[src/stp_pkg.sv]
// Shared constants, types and descriptor checks for the stream packet header codec
package stp_pkg;

    ////////////////////////////////////////////////////////////////////////////////
    // Packet geometry and datagram type
    localparam int          HDR_BYTES   = 13;
    localparam int          DATA_MAX    = 572;
    localparam int          LEN_W       = 10;
    localparam logic [7:0]  PROTO_TYPE  = 8'h07;

    // Descriptor field positions
    localparam int          DESC_CTL    = 7;
    localparam int          DESC_ACKREQ = 6;
    localparam int          DESC_EOM    = 5;
    localparam int          DESC_ATTN   = 4;

    // Control codes
    localparam logic [3:0]  CODE_PROBE_ACK = 4'h0;
    localparam logic [3:0]  CODE_OPEN_REQ  = 4'h1;
    localparam logic [3:0]  CODE_OPEN_ACK  = 4'h2;
    localparam logic [3:0]  CODE_OPEN_BOTH = 4'h3;
    localparam logic [3:0]  CODE_OPEN_DENY = 4'h4;
    localparam logic [3:0]  CODE_CLOSE     = 4'h5;
    localparam logic [3:0]  CODE_FWD_RST   = 4'h6;
    localparam logic [3:0]  CODE_FWD_ACK   = 4'h7;
    localparam logic [3:0]  CODE_RTX_ADV   = 4'h8;

    // Error codes reported on send refusal and on receive
    localparam logic [3:0]  ERR_NONE      = 4'h0;
    localparam logic [3:0]  ERR_TYPE      = 4'h1;
    localparam logic [3:0]  ERR_SHORT     = 4'h2;
    localparam logic [3:0]  ERR_LONG      = 4'h3;
    localparam logic [3:0]  ERR_CTL_DATA  = 4'h4;
    localparam logic [3:0]  ERR_ATTN_CODE = 4'h5;
    localparam logic [3:0]  ERR_EOM       = 4'h6;
    localparam logic [3:0]  ERR_CODE      = 4'h7;
    localparam logic [3:0]  ERR_ATTN_ACK  = 4'h8;

    ////////////////////////////////////////////////////////////////////////////////
    // Header in wire order, most significant byte first
    typedef struct packed {
        logic [15:0] connection_identifier;
        logic [31:0] pkt_first_byte_number;
        logic [31:0] pkt_next_expected_number;
        logic [15:0] pkt_receive_window;
        logic [7:0]  descriptor;
    } stp_hdr_s;

    typedef struct packed {
        logic probe;
        logic ack_request;
        logic close;
        logic fwd_reset;
        logic fwd_reset_ack;
        logic rtx_advice;
        logic open_dialog;
    } stp_evt_s;

    typedef enum logic [1:0] {
        PH_IDLE,
        PH_HDR,
        PH_PAY
    } stp_phase_e;

    ////////////////////////////////////////////////////////////////////////////////
    // Descriptor legality, used for both outgoing and incoming packets
    function automatic logic [3:0] stp_desc_check(input logic [7:0] d, input logic has_data);
        logic [3:0] err;
        err = ERR_NONE;
        if (d[DESC_EOM] && (d[DESC_CTL] || d[DESC_ATTN]))
            err = ERR_EOM;
        else if (d[DESC_ATTN] && d[3:0] != CODE_PROBE_ACK)
            err = ERR_ATTN_CODE;
        else if (d[DESC_ATTN] && d[DESC_CTL] && (d[DESC_ACKREQ] || has_data))
            err = ERR_ATTN_ACK;
        else if (d[DESC_ATTN] && !d[DESC_CTL] && !d[DESC_ACKREQ])
            err = ERR_ATTN_ACK;
        else if (d[DESC_CTL] && !d[DESC_ATTN] && has_data)
            err = ERR_CTL_DATA;
        else if (d[DESC_CTL] && d[3:0] > CODE_RTX_ADV)
            err = ERR_CODE;
        else if (!d[DESC_CTL] && d[3:0] != 4'h0)
            err = ERR_CODE;
        return err;
    endfunction

endpackage

[src/stp_hdr_tx.sv]
// Header serializer and payload pacer for outgoing packets
`timescale 1ns/10ps
module stp_hdr_tx
    import stp_pkg::*;
(
    input  wire logic             core_clk,
    input  wire logic             reset_n,
    input  wire logic             start,
    input  wire stp_hdr_s         hdr,
    input  wire logic [LEN_W-1:0] len,
    input  wire logic             pay_valid,
    input  wire logic [7:0]       pay_data,
    output logic                  pay_ready,
    input  wire logic             tx_ready,
    output logic                  tx_valid,
    output logic [7:0]            tx_data,
    output logic                  tx_last,
    output logic                  busy
);

    typedef struct packed {
        stp_phase_e        phase;
        logic [103:0]      shift;
        logic [3:0]        idx;
        logic [LEN_W-1:0]  remain;
        logic              tx_valid;
        logic [7:0]        tx_data;
        logic              tx_last;
        logic              pay_ready;
    } stp_txs_s;

    stp_txs_s st_r;
    stp_txs_s st_nxt;
    logic     slot_free;

    ////////////////////////////////////////////////////////////////////////////////
    always_comb
    begin
        st_nxt    = st_r;
        slot_free = !st_r.tx_valid || tx_ready;
        if (st_r.tx_valid && tx_ready)
        begin
            st_nxt.tx_valid = 1'b0;
            st_nxt.tx_last  = 1'b0;
        end
        case (st_r.phase)
            PH_IDLE:
            begin
                st_nxt.pay_ready = 1'b0;
                if (start)
                begin
                    st_nxt.shift  = hdr;
                    st_nxt.idx    = 4'h0;
                    st_nxt.remain = len;
                    st_nxt.phase  = PH_HDR;
                end
            end
            PH_HDR:
            begin
                if (slot_free)
                begin
                    // Most significant byte leaves first
                    st_nxt.tx_valid = 1'b1;
                    st_nxt.tx_data  = st_r.shift[103:96];
                    st_nxt.shift    = {st_r.shift[95:0], 8'h00};
                    st_nxt.idx      = st_r.idx + 4'h1;
                    st_nxt.tx_last  = (st_r.idx == 4'(HDR_BYTES - 1)) && (st_r.remain == '0);
                    if (st_r.idx == 4'(HDR_BYTES - 1))
                        st_nxt.phase = (st_r.remain == '0) ? PH_IDLE : PH_PAY;
                end
            end
            PH_PAY:
            begin
                // Half rate keeps ready a plain flop; fine for a 572 byte ceiling
                if (st_r.pay_ready && pay_valid)
                begin
                    st_nxt.tx_valid  = 1'b1;
                    st_nxt.tx_data   = pay_data;
                    st_nxt.tx_last   = (st_r.remain == LEN_W'(1));
                    st_nxt.remain    = st_r.remain - LEN_W'(1);
                    st_nxt.pay_ready = 1'b0;
                    if (st_r.remain == LEN_W'(1))
                        st_nxt.phase = PH_IDLE;
                end
                else if (!st_r.pay_ready)
                    st_nxt.pay_ready = slot_free;
            end
            default:
                st_nxt.phase = PH_IDLE;
        endcase
    end

    always_ff @(posedge core_clk or negedge reset_n)
    begin
        if (!reset_n)
            st_r <= '{phase: PH_IDLE, default: '0};
        else
            st_r <= st_nxt;
    end

    assign pay_ready = st_r.pay_ready;
    assign tx_valid  = st_r.tx_valid;
    assign tx_data   = st_r.tx_data;
    assign tx_last   = st_r.tx_last;
    assign busy      = (st_r.phase != PH_IDLE) || st_r.tx_valid;

endmodule

[src/stp_peer.sv]
// Remote connection end: builds outgoing headers and parses incoming ones
// How it works
// - Header is 13 bytes, data at most 572
// - Only datagram type 7 is handled
// - Fields: id, first, next, window, descriptor
// - Control packets carry no data bytes
// - Attention message: control clear, ack request set
// - Attention control packet: ack request clear
// - Attention packets carry code zero only
// - End-of-message only on plain data packets
// - Control code sits in low four bits
// - Codes zero to eight mean documented types
`timescale 1ns/10ps
module stp_peer
    import stp_pkg::*;
#(
    parameter int MAX_DATA_P = DATA_MAX
)
(
    input  wire logic             core_clk,
    input  wire logic             reset_n,
    input  wire logic             snd_valid,
    input  wire stp_hdr_s         snd_hdr,
    input  wire logic [LEN_W-1:0] snd_len,
    output logic                  snd_ready,
    output logic                  snd_reject,
    output logic [3:0]            snd_err,
    input  wire logic             pay_valid,
    input  wire logic [7:0]       pay_data,
    output logic                  pay_ready,
    output logic                  tx_valid,
    output logic [7:0]            tx_data,
    output logic                  tx_last,
    output logic [7:0]            tx_type,
    input  wire logic             tx_ready,
    input  wire logic             rx_valid,
    input  wire logic [7:0]       rx_data,
    input  wire logic             rx_last,
    input  wire logic [7:0]       rx_type,
    output logic                  rx_ready,
    output logic                  rcv_pay_valid,
    output logic [7:0]            rcv_pay_data,
    output logic                  rcv_done,
    output stp_hdr_s              rcv_hdr,
    output logic [LEN_W-1:0]      rcv_len,
    output logic [3:0]            rcv_err,
    output stp_evt_s              rcv_evt
);

    // Elaboration-time refusal of lengths the counters cannot hold
    if (MAX_DATA_P < 1 || MAX_DATA_P + HDR_BYTES > (1 << LEN_W) - 1)
    begin
        $error("MAX_DATA_P out of range for the length counters");
    end

    typedef struct packed {
        logic              snd_ready;
        logic              start;
        stp_hdr_s          hdr;
        logic [LEN_W-1:0]  len;
        logic              snd_reject;
        logic [3:0]        snd_err;
        logic [7:0]        tx_type;
        logic              rx_ready;
        logic [LEN_W-1:0]  rx_cnt;
        logic [103:0]      rx_shift;
        logic              rx_type_ok;
        logic              rcv_pay_valid;
        logic [7:0]        rcv_pay_data;
        logic              rcv_done;
        stp_hdr_s          rcv_hdr;
        logic [LEN_W-1:0]  rcv_len;
        logic [3:0]        rcv_err;
        stp_evt_s          rcv_evt;
    } stp_peer_s;

    stp_peer_s st_r;
    stp_peer_s st_nxt;
    logic      ser_busy;

    ////////////////////////////////////////////////////////////////////////////////
    // Outgoing header and payload
    stp_hdr_tx u_hdr_tx (
        .core_clk  (core_clk),
        .reset_n   (reset_n),
        .start     (st_r.start),
        .hdr       (st_r.hdr),
        .len       (st_r.len),
        .pay_valid (pay_valid),
        .pay_data  (pay_data),
        .pay_ready (pay_ready),
        .tx_ready  (tx_ready),
        .tx_valid  (tx_valid),
        .tx_data   (tx_data),
        .tx_last   (tx_last),
        .busy      (ser_busy)
    );

    ////////////////////////////////////////////////////////////////////////////////
    always_comb
    begin
        logic [3:0]       err;
        logic [LEN_W-1:0] total;
        logic [LEN_W-1:0] pay_len;
        stp_hdr_s         hnow;
        logic [7:0]       d;
        err     = ERR_NONE;
        total   = '0;
        pay_len = '0;
        hnow    = '0;
        d       = 8'h00;
        st_nxt  = st_r;

        st_nxt.start      = 1'b0;
        st_nxt.snd_reject = 1'b0;
        st_nxt.tx_type    = PROTO_TYPE;
        st_nxt.rx_ready   = 1'b1;
        st_nxt.rcv_pay_valid = 1'b0;
        st_nxt.rcv_done   = 1'b0;
        st_nxt.rcv_evt    = '0;

        // Send side: refuse any illegal header before a byte goes out
        if (st_r.snd_ready && snd_valid)
        begin
            st_nxt.snd_ready = 1'b0;
            if (snd_len > LEN_W'(MAX_DATA_P))
                err = ERR_LONG;
            else
                err = stp_desc_check(snd_hdr.descriptor, snd_len != '0);
            st_nxt.snd_err = err;
            if (err == ERR_NONE)
            begin
                st_nxt.start = 1'b1;
                st_nxt.hdr   = snd_hdr;
                st_nxt.len   = snd_len;
            end
            else
                st_nxt.snd_reject = 1'b1;
        end
        else if (!st_r.snd_ready && !st_r.start && !ser_busy)
            st_nxt.snd_ready = 1'b1;

        // Receive side
        if (rx_valid && st_r.rx_ready)
        begin
            if (st_r.rx_cnt == '0)
                st_nxt.rx_type_ok = (rx_type == PROTO_TYPE);
            if (st_r.rx_cnt < LEN_W'(HDR_BYTES))
                st_nxt.rx_shift = {st_r.rx_shift[95:0], rx_data};
            else if (st_r.rx_type_ok)
            begin
                st_nxt.rcv_pay_valid = 1'b1;
                st_nxt.rcv_pay_data  = rx_data;
            end
            if (st_r.rx_cnt != '1)
                st_nxt.rx_cnt = st_r.rx_cnt + LEN_W'(1);

            if (rx_last)
            begin
                // Counter saturates, so a runaway packet still reads as oversize
                total = (st_r.rx_cnt == '1) ? st_r.rx_cnt : st_r.rx_cnt + LEN_W'(1);
                hnow  = (st_r.rx_cnt < LEN_W'(HDR_BYTES)) ?
                        {st_r.rx_shift[95:0], rx_data} : st_r.rx_shift;
                d     = hnow.descriptor;
                pay_len = (total > LEN_W'(HDR_BYTES)) ? total - LEN_W'(HDR_BYTES) : '0;
                if (!((st_r.rx_cnt == '0) ? (rx_type == PROTO_TYPE) : st_r.rx_type_ok))
                    err = ERR_TYPE;
                else if (total < LEN_W'(HDR_BYTES))
                    err = ERR_SHORT;
                else if (pay_len > LEN_W'(MAX_DATA_P))
                    err = ERR_LONG;
                else
                    err = stp_desc_check(d, pay_len != '0);
                st_nxt.rcv_done = 1'b1;
                st_nxt.rcv_hdr  = hnow;
                st_nxt.rcv_len  = pay_len;
                st_nxt.rcv_err  = err;
                st_nxt.rx_cnt   = '0;
                if (err == ERR_NONE)
                begin
                    st_nxt.rcv_evt.ack_request = d[DESC_ACKREQ];
                    if (d[DESC_CTL] && !d[DESC_ATTN])
                    begin
                        case (d[3:0])
                            CODE_PROBE_ACK: st_nxt.rcv_evt.probe = d[DESC_ACKREQ];
                            CODE_OPEN_REQ,
                            CODE_OPEN_ACK,
                            CODE_OPEN_BOTH,
                            CODE_OPEN_DENY: st_nxt.rcv_evt.open_dialog = 1'b1;
                            CODE_CLOSE:     st_nxt.rcv_evt.close = 1'b1;
                            CODE_FWD_RST:   st_nxt.rcv_evt.fwd_reset = 1'b1;
                            CODE_FWD_ACK:   st_nxt.rcv_evt.fwd_reset_ack = 1'b1;
                            CODE_RTX_ADV:   st_nxt.rcv_evt.rtx_advice = 1'b1;
                            default:        st_nxt.rcv_evt = '0;
                        endcase
                    end
                end
            end
        end
    end

    always_ff @(posedge core_clk or negedge reset_n)
    begin
        if (!reset_n)
            st_r <= '0;
        else
            st_r <= st_nxt;
    end

    ////////////////////////////////////////////////////////////////////////////////
    assign snd_ready     = st_r.snd_ready;
    assign snd_reject    = st_r.snd_reject;
    assign snd_err       = st_r.snd_err;
    assign tx_type       = st_r.tx_type;
    assign rx_ready      = st_r.rx_ready;
    assign rcv_pay_valid = st_r.rcv_pay_valid;
    assign rcv_pay_data  = st_r.rcv_pay_data;
    assign rcv_done      = st_r.rcv_done;
    assign rcv_hdr       = st_r.rcv_hdr;
    assign rcv_len       = st_r.rcv_len;
    assign rcv_err       = st_r.rcv_err;
    assign rcv_evt       = st_r.rcv_evt;

endmodule

[config.mk]
export PLATFORM = sky130hd
export DESIGN_NAME = stp_peer
export DESIGN_NICKNAME = d
export VERILOG_FILES = /design/src/stp_pkg.sv /design/src/stp_hdr_tx.sv /design/src/stp_peer.sv
export SDC_FILE = /design/constraint.sdc
export NUM_CORES = 1
export LEC_CHECK = 0
export ABC_AREA = 1
export BUFFER_PORTS_ARGS = -buffer_cell sky130_fd_sc_hd__buf_2
export CORE_AREA = 2 2 290 206
export CTS_CLUSTER_DIAMETER = 50
export CTS_CLUSTER_SIZE = 14
export DETAILED_ROUTE_END_ITERATION = 8
export DIE_AREA = 0 0 292 208
export HOLD_SLACK_MARGIN = 0.08
export SLEW_MARGIN = 20
export SYNTH_ARGS = -nofsm -noshare
export SYNTH_HDL_FRONTEND = slang
export SYNTH_SLANG_ARGS = --single-unit
[constraint.sdc]
create_clock -name core_clk -period 4.1 [get_ports core_clk]
set_clock_uncertainty 0.1 [all_clocks]
set_input_delay 0.41 -clock core_clk [delete_from_list [all_inputs] [get_ports core_clk]]
set_output_delay 0.41 -clock core_clk [all_outputs]
set_load 0.02 [all_outputs]
==> results_dict.tcl <==
set metrics [dict create \
    async_reset_ff_share_pct 100 \
    antenna_found_initial 0 \
    ys_ff_latch 503 \
    gr-total-overflow 0 \
    grt.total_usage_pct 20.2 \
    cts.path.max_buffers 3 \
    avgViaCountPerCell 4.96 \
    row_count 74 \
    core-area_um2 57900 \
    drc 0 \
    syn_inst 2733 \
    comb_power_share_pct 32.4 \
    seq_area_um2 12600 \
    postSynthAreaPerCell_um2 8.40 \
    p_sw_share_pct 38.3 \
    holdPathStages 4 \
    die_height_um 208 \
    io_buffers 300 \
    power_leakage_nw 13.4 \
    cts_resized 0 \
    start_util_pct 39.7 \
    layout-drive-gt1-share_pct 15.1 \
    worst_setup_path_start_kind "flip-flop" \
    final_common_cell "nand2_1" \
    num_antenna_cells 0 \
    clk_latency_ns 0.60 \
    power.share.clock_pct 24.3 \
    dp_cells 3527 \
    p_int_mw 11.9 \
    layout.nets 3105 \
    gp_congestion 0.887 \
    final_area_um2 27000 \
    routed_wl_mm 61.4 \
    seq_power_share_pct 43.2 \
    htreeDepth 2 \
    vias 18500 \
    ys_seq_area_share_pct 54.9 \
    worstReg2RegEnd "rcv_evt[5]$_DFF_PN0_" \
    layout_common_cells "nand2_1, dfrtp_1, o21ai_0, buf_2, nor2_1" \
    path_class "reg -> reg" \
    synth-edff-count 0 \
    cts_buffers 50 \
    dieArea_um2 60700 \
    cts.reportedPaths.clkPinSlew_ns 0.06 \
    cts_setup_buffers 0 \
    fin_crit_sh_pct 88.8 \
    p_per_area_nw_per_um2 713 \
    cts_root_buffer "clkbuf_16" \
    nFillCells 5560 \
    crit_required_ns 4.53 \
    vdd_drop_max_mv 0.355 \
    rsz0062_at_grt "no" \
    hold_class "in -> reg" \
    drv_cap 0 \
    drtIter0Drc 1687 \
    synth.cell_area_um2 22900 \
    reg2reg_from "st_r[240]$_DFFE_PN0P_" \
    drtAntennaViolNets 0 \
    min_period_ns 3.64 \
    drtPass1Iterations 5 \
    synth_top_area_share_pct 54.9 \
    hold_viol 0 \
    place_area_um2 24100 \
    yosysUniqueCellTypes 51 \
    reg2reg_depth 23 \
    synth_ff_type "dfrtp_1" \
    layout.cells.non_filler 3734 \
    hold_end "u_hdr_tx.tx_data[5]$_DFFE_PN0P_" \
    status "finished clean" \
    multi_input_area_um2 8130 \
    grt_pass1_vias 17900 \
    grt_pass1_wl_mm 98.9 \
    fmax_ghz 0.275 \
    synthTopCellsByArea "dfrtp_1, nand2_1, o21ai_0" \
    p_switching_mw 7.38 \
    hold_start "pay_data[5]" \
    hpwl_mm 41.0 \
    yosys_warnings 0 \
    area_growth_pct 17.8 \
    cp-end-kind "flip-flop" \
    cp_max_fo 15 \
    r2r_slack_ns 0.46 \
    io_pins 306 \
    fp.dieW_um 292 \
    grt_max_degree 212 \
    hold_slack_ns 0.136 \
    numClockSinks 503 \
    cts_tree "yes" \
    synth_top_area_cell "dfrtp_1" \
    arrival_ns 4.08 \
    slew_headroom_pct 33.5 \
    setup_violations 0 \
    avgRoutedWirePerCell_um 16.5 \
    maxSlewViolCount 0 \
    tightest_slew_ns 0.998 \
    tns_ns 0 \
]
## power groups by stage
stage               registers, mW  clock network (mW)  logic (mW)
finish                       8.33                4.69        6.25
global route                 8.58                5.00        7.16
CTS                          8.32                4.80        6.32
detailed placement           8.39                   0        6.20
global placement             8.34                   0        6.09
floorplan                    7.95                   0        5.16
## flip-flops by register name (all words and copies together) (netlist names), 4 cells and up
| signal | flops |
|---|---|
| rcv_len | 10 |
| u_hdr_tx.tx_data | 8 |
| rcv_pay_data | 8 |
| rcv_evt | 7 |
| rcv_err | 4 |
| u_hdr_tx.st_r | 120 |
| st_r | 230 |
| rcv_hdr | 104 |
| snd_err | 4 |
## how the worst max path moves through the flow
stage / slack, ns / end / cells past startpoint / start
after detailed placement: 0.50 / rcv_evt[1]$_DFF_PN0_ / 23 / st_r[240]$_DFFE_PN0P_
final: 0.46 / rcv_evt[5]$_DFF_PN0_ / 23 / st_r[240]$_DFFE_PN0P_
after global routing: 0.04 / rcv_evt[0]$_DFF_PN0_ / 23 / st_r[240]$_DFFE_PN0P_
after global placement: 0.57 / rcv_evt[0]$_DFF_PN0_ / 23 / st_r[240]$_DFFE_PN0P_
after CTS: 0.48 / rcv_evt[1]$_DFF_PN0_ / 23 / st_r[240]$_DFFE_PN0P_
after floorplan: 1.03 / rcv_evt[5]$_DFF_PN0_ / 25 / st_r[240]$_DFFE_PN0P_
## stage by stage
step | worst slack [ns] | util, % | total power, mW
finish | 0.459 | 46.7 | 19.3
global route | 0.0353 | 46.7 | 20.7
floorplan | 1.03 | - | 13.1
detailed placement | 0.495 | 41.6 | 14.6
CTS | 0.482 | 46.7 | 19.4
global placement | 0.571 | 41.6 | 14.4
## final cells by class
class | instances | area share (%)
clock inverter | 19 | 1.07
tap | 760 | 3.52
timing repair buffer | 458 | 11.6
multi-input combinational | 1785 | 30.1
inverter | 150 | 2.13
sequential | 503 | 46.6
clock buffer | 59 | 5.02
## critical path, stage by stage (launching register included)
cell	delay, ns
dfrtp_1	0.42
ha_1	0.24
inv_1	0.11
nor2_8	0.18
nand3_4	0.19
nand2_1	0.11
nand2_1	0.17
ha_1	0.27
nand3b_4	0.21
nor2_4	0.11
nand2_1	0.06
nand2_2	0.23
nand2_1	0.16
nor2_1	0.13
nand3_1	0.08
nand2_1	0.06
nand2_1	0.07
nand2_1	0.08
nor2_1	0.06
nand2_1	0.10
nand2_1	0.06
a21oi_2	0.15
nand2_4	0.12
nor2_2	0.10
## synthesized netlist by cell type, types with 10 or more instances
library cell  instances
inv_1               144
nor2_1              151
clkbuf_1            129
buf_4               154
a21oi_1              20
nand3_1              43
dfrtp_1             503
ha_1                 12
nand2_1             968
nand4_1              12
o21ai_0             366
nor2_2               10
a31oi_1              97
## logic make-up after synthesis
logic type      synth area share, %
compound gates                 12.7
xor+xnor                      0.153
fa+ha+maj                     0.654
buf+inv                        9.95
flops                          54.9
mux                           0.349
other cells                  0.0327
simple gates                   21.3
## layer usage
layer	vias to the layer above	GRT usage (%)	part of all wire [%]
li1	9102	-	-
met4	0	5.40	2.2
met5	-	0	0
met2	477	29.0	43
met1	8837	30.3	49
met3	97	4.72	6.6
## timing repair
action                                 in CTS  in global routing
hold buffers                              129                  0
endpoints found under the hold margin     236                  0
setup endpoints to repair                   0                  0
Note: power is estimated with default switching activity, not from simulation.
